--- src/pca_pkg.sv ---
// shared constants, field positions and state types for the compare/capture modules
package pca_pkg;

    // ------------------------------------------------------------
    // sizes
    // ------------------------------------------------------------
    localparam int MODULES    = 5;
    localparam int WDT_MODULE = 4;
    localparam int MODE_W     = 7;

    // ------------------------------------------------------------
    // register byte offsets
    // ------------------------------------------------------------
    localparam logic [7:0] MODE_BASE = 8'h00;   // module_mode_control, one word per module
    localparam logic [7:0] CCAP_BASE = 8'h20;   // capture high/low bytes, one word per module
    localparam logic [7:0] FLAG_OFS  = 8'h40;   // counter_flag_register (event flags)
    localparam logic [7:0] CTRL_OFS  = 8'h44;   // counter_mode_register (watchdog_enable)
    localparam logic [7:0] PIN_OFS   = 8'h48;   // pin levels, read only

    // ------------------------------------------------------------
    // module_mode_control field positions
    // ------------------------------------------------------------
    localparam int FLD_ECOM = 6;   // comparator_enable
    localparam int FLD_CAPP = 5;   // rising_capture_enable
    localparam int FLD_CAPN = 4;   // falling_capture_enable
    localparam int FLD_MAT  = 3;   // match_flag_enable
    localparam int FLD_TOG  = 2;   // match_toggle_enable
    localparam int FLD_PWM  = 1;   // pulse_width_mode_enable
    localparam int FLD_ECCF = 0;   // flag_interrupt_enable
    localparam int FLD_WDT  = 0;   // watchdog_enable in counter_mode_register

    // ------------------------------------------------------------
    // reset values
    // ------------------------------------------------------------
    localparam logic [MODE_W-1:0] MODE_RESET = 7'h00;
    localparam logic [15:0]       CCAP_RESET = 16'h0000;
    localparam logic [7:0]        WRAP_FROM  = 8'hFF;
    localparam logic [7:0]        WRAP_TO    = 8'h00;

    // ------------------------------------------------------------
    // carriers and state
    // ------------------------------------------------------------
    typedef struct packed {
        logic [7:0] high;   // counter_high_byte
        logic [7:0] low;    // counter_low_byte
    } count_t;

    typedef struct packed {
        logic s1;
        logic s2;
        logic s3;
        logic level;
    } sync_state_t;

    typedef struct packed {
        logic [MODULES-1:0][MODE_W-1:0] mode;
        logic [MODULES-1:0][15:0]       ccap;
        logic [MODULES-1:0]             flag;
        logic [MODULES-1:0]             toggle;
        logic [MODULES-1:0]             pin_out;
        logic [MODULES-1:0]             pin_oe;
        logic [MODULES-1:0]             irq;
        logic                           wdt_en;
        logic                           wdt_reset;
        count_t                         cnt_prev;
        logic                           pready;
        logic                           pslverr;
        logic [31:0]                    prdata;
    } pca_state_t;

endpackage

--- src/pca_modules.sv ---
// compare/capture modules of the counter array with an apb register slave
// What this block does
// - capture when capture bits set and match, toggle and pwm bits clear: rising, falling or both edges.
// - valid pin edge copies shared counter bytes into the capture register.
// - interrupt request only while module flag and its interrupt enable set.
// - match bit set: counter equal to compare register sets module flag.
// - toggle bit set: counter match inverts the module pin.
// - comparator enable plus match bit selects software timer mode.
// - comparator enable, match and toggle select high-speed output mode.
// - comparator enable plus pulse-width bit, others clear, selects 8-bit pwm.
// - pwm pin low while counter low byte below duty byte, else high.
// - pwm duty reloads from high byte when counter low byte wraps.
// - all modules compare against the one shared counter.
// - only module four has the watchdog; otherwise it works normally.
// - watchdog match raises internal reset, never the external reset pin.
// - watchdog active only in compare mode with watchdog enable set.
// - clearing watchdog enable before a match prevents the reset.
// - flag interrupt enable gates the module flag onto its request.
// - mode bit seven reserved: reads zero here, software writes zero.
`timescale 1ns/1ps
`default_nettype none
module pca_modules
    import pca_pkg::*;
#(
    parameter int NUM_MODULES = MODULES
)(
    input  wire logic                   pclk,
    input  wire logic                   presetn,
    input  wire logic                   psel,
    input  wire logic                   penable,
    input  wire logic                   pwrite,
    input  wire logic [7:0]             paddr,
    input  wire logic [31:0]            pwdata,
    output logic      [31:0]            prdata,
    output logic                        pready,
    output logic                        pslverr,
    input  wire count_t                 counter,
    input  wire logic [NUM_MODULES-1:0] pin_in,
    output logic      [NUM_MODULES-1:0] pin_out,
    output logic      [NUM_MODULES-1:0] pin_oe,
    output logic      [NUM_MODULES-1:0] irq_request,
    output logic                        internal_reset
);
    // ------------------------------------------------------------
    // elaboration check
    // ------------------------------------------------------------
    if (NUM_MODULES != MODULES) begin : g_bad_count
        $error("module count must match the state layout");
    end

    pca_state_t s;
    pca_state_t next_s;

    logic [MODULES-1:0] rise_v;
    logic [MODULES-1:0] fall_v;
    logic [MODULES-1:0] match_v;
    logic [MODULES-1:0] wrap_v;
    logic [MODULES-1:0] duty_v;
    logic [MODULES-1:0] cap_mode_v;
    logic [MODULES-1:0] cap_ev_v;
    logic [MODULES-1:0] mat_v;
    logic [MODULES-1:0] tog_v;
    logic [MODULES-1:0] pwm_v;
    logic [MODULES-1:0] eccf_v;
    logic               wdt_fire;

    // ------------------------------------------------------------
    // per-module decode, comparator and pin synchroniser
    // ------------------------------------------------------------
    for (genvar i = 0; i < MODULES; i++) begin : g_mod
        logic [MODE_W-1:0] m;
        assign m = s.mode[i];

        module_compare u_cmp (
            .mode         (s.mode[i]),
            .ccap         (s.ccap[i]),
            .counter      (counter),
            .counter_prev (s.cnt_prev),
            .match        (match_v[i]),
            .wrap         (wrap_v[i]),
            .duty_high    (duty_v[i])
        );

        pin_sync u_sync (
            .pclk    (pclk),
            .presetn (presetn),
            .pin     (pin_in[i]),
            .rise    (rise_v[i]),
            .fall    (fall_v[i])
        );

        // capture needs the match, toggle and pwm bits clear
        assign cap_mode_v[i] = (m[FLD_CAPP] | m[FLD_CAPN]) & ~m[FLD_MAT]
                             & ~m[FLD_TOG] & ~m[FLD_PWM];
        assign cap_ev_v[i] = cap_mode_v[i] & ((m[FLD_CAPP] & rise_v[i])
                           | (m[FLD_CAPN] & fall_v[i]));
        // compare modes keep the capture bits clear
        assign mat_v[i] = m[FLD_MAT] & ~m[FLD_CAPP] & ~m[FLD_CAPN];
        assign tog_v[i] = m[FLD_TOG] & m[FLD_MAT] & ~m[FLD_CAPP]
                        & ~m[FLD_CAPN];
        assign pwm_v[i] = m[FLD_ECOM] & m[FLD_PWM] & ~m[FLD_CAPP] & ~m[FLD_CAPN]
                        & ~m[FLD_MAT] & ~m[FLD_TOG] & ~m[FLD_ECCF];
        assign eccf_v[i] = m[FLD_ECCF];
    end

    // watchdog lives on one module only; without enable it is a plain compare
    assign wdt_fire = s.wdt_en & match_v[WDT_MODULE] & mat_v[WDT_MODULE];

    // ------------------------------------------------------------
    // apb decode
    // ------------------------------------------------------------
    logic       setup;
    logic       wr;
    logic [2:0] idx;
    logic       idx_ok;
    logic       hit_mode;
    logic       hit_ccap;
    logic       hit_flag;
    logic       hit_ctrl;
    logic       hit_pin;
    logic       mapped;
    logic [31:0] rdata;

    assign setup    = psel & ~penable;
    assign wr       = psel & penable & s.pready & pwrite;
    assign idx      = paddr[4:2];
    assign idx_ok   = (32'(idx) < MODULES) & (paddr[1:0] == 2'h0);
    assign hit_mode = idx_ok & (paddr[7:5] == MODE_BASE[7:5]);
    assign hit_ccap = idx_ok & (paddr[7:5] == CCAP_BASE[7:5]);
    assign hit_flag = (paddr == FLAG_OFS);
    assign hit_ctrl = (paddr == CTRL_OFS);
    assign hit_pin  = (paddr == PIN_OFS);
    assign mapped   = hit_mode | hit_ccap | hit_flag | hit_ctrl | hit_pin;

    // read mux; the reserved mode bit and unmapped words read zero
    always_comb begin
        rdata = 32'h0000_0000;
        for (int i = 0; i < MODULES; i++) begin
            if (hit_mode && 32'(idx) == i) begin
                rdata[MODE_W-1:0] = s.mode[i];
            end
            if (hit_ccap && 32'(idx) == i) begin
                rdata[15:0] = s.ccap[i];
            end
        end
        if (hit_flag) begin
            rdata[MODULES-1:0] = s.flag;
        end
        if (hit_ctrl) begin
            rdata[FLD_WDT] = s.wdt_en;
        end
        if (hit_pin) begin
            rdata[MODULES-1:0]           = s.pin_out;
            rdata[MODULES+7:8]           = s.pin_oe;
        end
    end

    // ------------------------------------------------------------
    // next state
    // ------------------------------------------------------------
    always_comb begin
        next_s          = s;
        next_s.cnt_prev = counter;
        next_s.pready   = setup;
        next_s.pslverr  = setup & ~mapped;
        if (setup) begin
            next_s.prdata = rdata;
        end
        // software writes first, so hardware events below win
        if (wr && hit_flag) begin
            next_s.flag = s.flag & ~pwdata[MODULES-1:0];
        end
        if (wr && hit_ctrl) begin
            next_s.wdt_en = pwdata[FLD_WDT];
        end
        for (int i = 0; i < MODULES; i++) begin
            if (wr && hit_mode && 32'(idx) == i) begin
                next_s.mode[i] = pwdata[MODE_W-1:0];
            end
            if (wr && hit_ccap && 32'(idx) == i) begin
                next_s.ccap[i] = pwdata[15:0];
            end
            // glitch-free duty update at the low byte wrap
            if (pwm_v[i] && wrap_v[i]) begin
                next_s.ccap[i][7:0] = s.ccap[i][15:8];
            end
            if (cap_ev_v[i]) begin
                next_s.ccap[i] = counter;
            end
            if (cap_ev_v[i] || (match_v[i] && mat_v[i])) begin
                next_s.flag[i] = 1'b1;
            end
            if (match_v[i] && tog_v[i]) begin
                next_s.toggle[i] = ~s.toggle[i];
            end
            next_s.pin_out[i] = pwm_v[i] ? duty_v[i] : next_s.toggle[i];
            next_s.pin_oe[i]  = pwm_v[i] | tog_v[i];
            next_s.irq[i] = next_s.flag[i] & next_s.mode[i][FLD_ECCF];
        end
        // internal only: no path to the external reset pin exists here
        next_s.wdt_reset = wdt_fire;
    end

    // ------------------------------------------------------------
    // state register
    // ------------------------------------------------------------
    always_ff @(posedge pclk or negedge presetn) begin
        if (!presetn) begin
            s <= '0;
            for (int i = 0; i < MODULES; i++) begin
                s.mode[i] <= MODE_RESET;
                s.ccap[i] <= CCAP_RESET;
            end
        end else begin
            s <= next_s;
        end
    end

    assign prdata         = s.prdata;
    assign pready         = s.pready;
    assign pslverr        = s.pslverr;
    assign pin_out        = s.pin_out;
    assign pin_oe         = s.pin_oe;
    assign irq_request    = s.irq;
    assign internal_reset = s.wdt_reset;
endmodule // pca_modules
`default_nettype wire

--- src/pin_sync.sv ---
// three-stage pin synchroniser with edge detection on the settled level
`timescale 1ns/1ps
`default_nettype none
module pin_sync
    import pca_pkg::*;
(
    input  wire logic pclk,
    input  wire logic presetn,
    input  wire logic pin,
    output logic      rise,
    output logic      fall
);
    sync_state_t s;
    sync_state_t next_s;

    // ------------------------------------------------------------
    // settle: a change counts once stage two and three agree
    // ------------------------------------------------------------
    always_comb begin
        next_s    = s;
        next_s.s1 = pin;
        next_s.s2 = s.s1;
        next_s.s3 = s.s2;
        if (s.s2 == s.s3) begin
            next_s.level = s.s3;
        end
    end

    always_ff @(posedge pclk or negedge presetn) begin
        if (!presetn) begin
            s <= '0;
        end else begin
            s <= next_s;
        end
    end

    // edges from consecutive settled samples
    assign rise = (s.s2 == s.s3) & s.s3 & ~s.level;
    assign fall = (s.s2 == s.s3) & ~s.s3 & s.level;
endmodule // pin_sync
`default_nettype wire

--- src/module_compare.sv ---
// per-module comparator: match event, low-byte wrap and pwm level
`timescale 1ns/1ps
`default_nettype none
module module_compare
    import pca_pkg::*;
(
    input  wire logic [MODE_W-1:0] mode,
    input  wire logic [15:0]       ccap,
    input  wire count_t            counter,
    input  wire count_t            counter_prev,
    output logic                   match,
    output logic                   wrap,
    output logic                   duty_high
);
    // a match counts once per new counter value, so a slow counter
    // does not toggle or flag on every clock it dwells
    assign match = mode[FLD_ECOM] & ~mode[FLD_PWM] & (counter != counter_prev)
                 & (counter == ccap);
    assign wrap  = (counter_prev.low == WRAP_FROM) & (counter.low == WRAP_TO);
    assign duty_high = (counter.low >= ccap[7:0]);
endmodule // module_compare
`default_nettype wire

--- config.mk ---
export PLATFORM = sky130hd
export DESIGN_NAME = pca_modules
export DESIGN_NICKNAME = d
export VERILOG_FILES = /design/src/pca_pkg.sv /design/src/pca_modules.sv /design/src/pin_sync.sv /design/src/module_compare.sv
export SDC_FILE = /design/constraint.sdc
export NUM_CORES = 1
export LEC_CHECK = 0
export ABC_CLOCK_PERIOD_IN_PS = 2300
export BUFFER_PORTS_ARGS = -buffer_cell sky130_fd_sc_hd__buf_2
export CAP_MARGIN = 30
export CORE_UTILIZATION = 30
export CTS_CLUSTER_DIAMETER = 200
export CTS_CLUSTER_SIZE = 40
export DETAILED_ROUTE_END_ITERATION = 12
export HOLD_SLACK_MARGIN = 0.02
export SLEW_MARGIN = 30
export SYNTH_ARGS = -nofsm -noshare
export SYNTH_HDL_FRONTEND = slang
export SYNTH_SLANG_ARGS = --single-unit
--- constraint.sdc ---
create_clock -name pclk -period 2.3 [get_ports pclk]
set_input_delay 0.46 -clock pclk [delete_from_list [all_inputs] [get_ports pclk]]
set_output_delay 0.46 -clock pclk [all_outputs]
set_load 0.05 [all_outputs]
==> out/results.ini <==
[critical_path]
critical_path_class=flip-flop to flip-flop
cp-start-kind=flip-flop
critPathArrivalTime_ns=2.71
path_max_fanout=8
slowest_delay_ns=0.56
critical_path_buf_inv_count=0
crit_chain=or4b_4, nor4_4, or4b_4, nand2_4, nor2_1, o31ai_4
path_delay_family=simple AND/OR/NAND/NOR gates
cp_common_cell=or4b_4
cp_slowest_cell=or4b_4
critical_path_required_ns=2.68
crit_path_end_kind=flip-flop
reg2reg_setup_slack_ns=-0.03

[placed_design]
dp_cells=1943
hpwlAfterDp_mm=35.7
gp_congestion=0.984
io_buffers=83
dp_slack_ns=-0.448

[logic_synthesis]
ys_top_cells_by_area=dfrtp_1 42%, ha_1 5.3%, mux2i_1 4.7%
synth_cell_types=71
synth_area_um2=11700
yosysWarnings=0
postSynthCellCount=1236
synth-seq-cells=196
ys_seq_area_frac=0.419
synth_top_area_frac=0.419
synth-edff-count=0
async_flop_share=1.00
synth_top_area_cell=dfrtp_1
synth_ff_type=dfrtp_1
syn_avg_cell_area_um2=9.47

[sta]
final-setup-viol-count=1
fin_skew_ns=0.0186
finalWorstSetupSlack_ns=-0.0308
finalHoldViolations=0
min_period_over_period=1.01
max-slew-margin-rel=0.508
rsz0062_at_grt=true
period_needed_ns=2.33
worst_pin_slew_ns=0.735
slew_viol_final=0
fmax_mhz=429

[layout]
seq_area_um2=4900
fin_nets=1579
drive_gt1_frac=0.301
multiInputGateArea_um2=6410
num_antenna_cells=0
fillCellCount=3893
syn2layout_area_growth_pct=28.0
layout.cells.non_filler=1987

[power_and_ir_drop]
leakage_nw=7.11
powerDensity_nw_per_um2=536
p_sw_mw=2.45
pwr-share-seq=0.455
p_clk_frac=0.395
switching_share=0.305
power_frac_comb=0.151
p_int_mw=5.58
ir_drop_mv=0.581

[global_route]
grt_usage=0.235
grt_pass1_wl_mm=66.9
grt_max_degree=58
grt_antenna_before_repair=1
grt-ovfl-total=0
grt_pass1_vias=10200

[clocking]
clock-sinks=196
cts_tree=done
cts_htree_levels=4
clkTransAtPathRegs_ns=0.09
clock_latency_ns=0.47
cts_root_buf=clkbuf_16
cts_buffers=17
cts_buffer_depth=2

[detailed_routing]
viasPerCell=5.39
drc_errors=0
wire_per_inst_um=23.3
vias=10700
totalWireLength_mm=46.3
drt_iter0_drc=1032
first_pass_iters=5
drtAntennaViolNets=0

[floorplanning]
die_h_um=200
initial_core_util=0.308
dieWidth_um=200
core_area_um2=38000
rows=71
die-area_um2=39800
io_pins=116

[outcome]
violations=negative setup slack
outcome=complete, but fails checks

[run]
maxCapViolations=0

[min_path]
hold_class=input port to flip-flop

==> stage by stage <==
step	utilization	hold slack [ns]	instance area [µm²]	setup TNS, ns	total power, mW
final	0.394	0.0976	15000	-0.0308	8.03
after CTS	0.386	0.0821	14700	-0.00696	8.05
after floorplan	-	0.164	11800	-4.58	4.32
after global routing	0.394	0.0929	15000	-0.569	8.31
after global placement	0.367	0.335	14000	-14.62	4.85
after detailed placement	0.367	0.345	14000	-16.82	4.87
==> final timing paths <==
kind                                           start                         to  cells after the start
max                                            s[41]                     s[114]                      6
min                                        pin_in[3]  g_mod[3].u_sync.next_s[2]                      1
max reg2reg                                    s[41]                     s[114]                      6
min reg2reg                g_mod[0].u_sync.next_s[2]  g_mod[0].u_sync.next_s[1]                      0
max in group asynchronous                    presetn                      s[90]                      3
min in group asynchronous                    presetn  g_mod[4].u_sync.next_s[2]                      2
==> repair_timing <==
item	in CTS	in global routing
pin swaps	5	13
gates resized for setup	8	52
hold endpoints to repair	49	0
gates cloned	0	1
buffers inserted	9	2
hold buffers	1	0
endpoints found under the setup margin	4	38
==> placed cells by master, fill, tap and decap left out, types with 7 or more instances in the layout <==
cell type  count
nor3_1        11
and2_1         8
buf_2         82
a22oi_1       20
a221oi_1       9
conb_1        16
buf_4        214
buf_12         9
o21ai_0       72
a21oi_1       45
nor4_1        11
clkbuf_16     17
nand2_1      136
mux2i_1       55
xor2_1        42
a211oi_1      12
o22ai_1       22
nor2b_1       14
inv_1         50
mux2_2        36
xnor2_1       18
dfrtp_1      196
o31ai_1        8
o211ai_1       8
nand3_1       37
a21o_1        18
nand4_1       17
nand2b_1       9
o31ai_2        7
ha_1          48
nor2_1        66
==> flip-flops by register name, indices dropped and copies added, names as in the netlist, 5 cells and up <==
name	count
g_mod.m	35
pin_oe	5
irq_request	5
pin_out	5
g_mod.u_sync.next_s	10
g_mod.u_sync.s	10
prdata	16
s	107
==> cell type report <==
cell class,instances,area share
clock buffers,18,0.0293
clock inverters,14,0.0108
inverters,52,0.0130
multi-input cells,888,0.428
flip-flops and latches,196,0.327
well taps,511,0.0427
repair buffers,308,0.149
==> kinds of logic (layout without fill, tap and decap cells) <==
group	count (synthesis)	after routing	share of synthesized area
adders and majority gates	50	50	0.0534
and+or+nand+nor	373	374	0.159
DFF	196	196	0.419
other	1	16	0.000320
buffers and inverters	168	392	0.0711
muxes	92	92	0.0826
xor gates and xnor gates	61	61	0.0456
AOI/OAI and AO/OA	295	295	0.169
==> Yosys cell counts, drive strengths merged, types with 17 or more instances <==
cell / instances
inv: 52
dfrtp: 196
o21ai: 73
nand3: 38
nand4: 17
mux2: 37
buf: 64
nor2: 69
clkbuf: 52
a21o: 18
xor2: 42
o31ai: 18
xnor2: 19
ha: 50
nor4: 19
mux2i: 55
o22ai: 27
a21oi: 45
a22oi: 24
nand2: 138
==> routing by layer <==
metal,share of wire,vias to the layer above,global-route usage
li1,-,4853,-
met1,0.45,5322,0.337
met2,0.44,472,0.345
met3,0.090,69,0.0545
met4,0.022,2,0.0715
met5,0.00028,-,0
==> power groups by stage <==
| stage | Clock [mW] | Sequential, mW | Combinational, mW |
|---|---|---|---|
| CTS | 3.23 | 3.65 | 1.18 |
| detailed placement | 0 | 3.72 | 1.15 |
| finish | 3.17 | 3.65 | 1.21 |
| floorplan | 0 | 3.70 | 0.620 |
| global placement | 0 | 3.71 | 1.14 |
| global route | 3.34 | 3.66 | 1.30 |
Power figures use the tool's default switching activity.
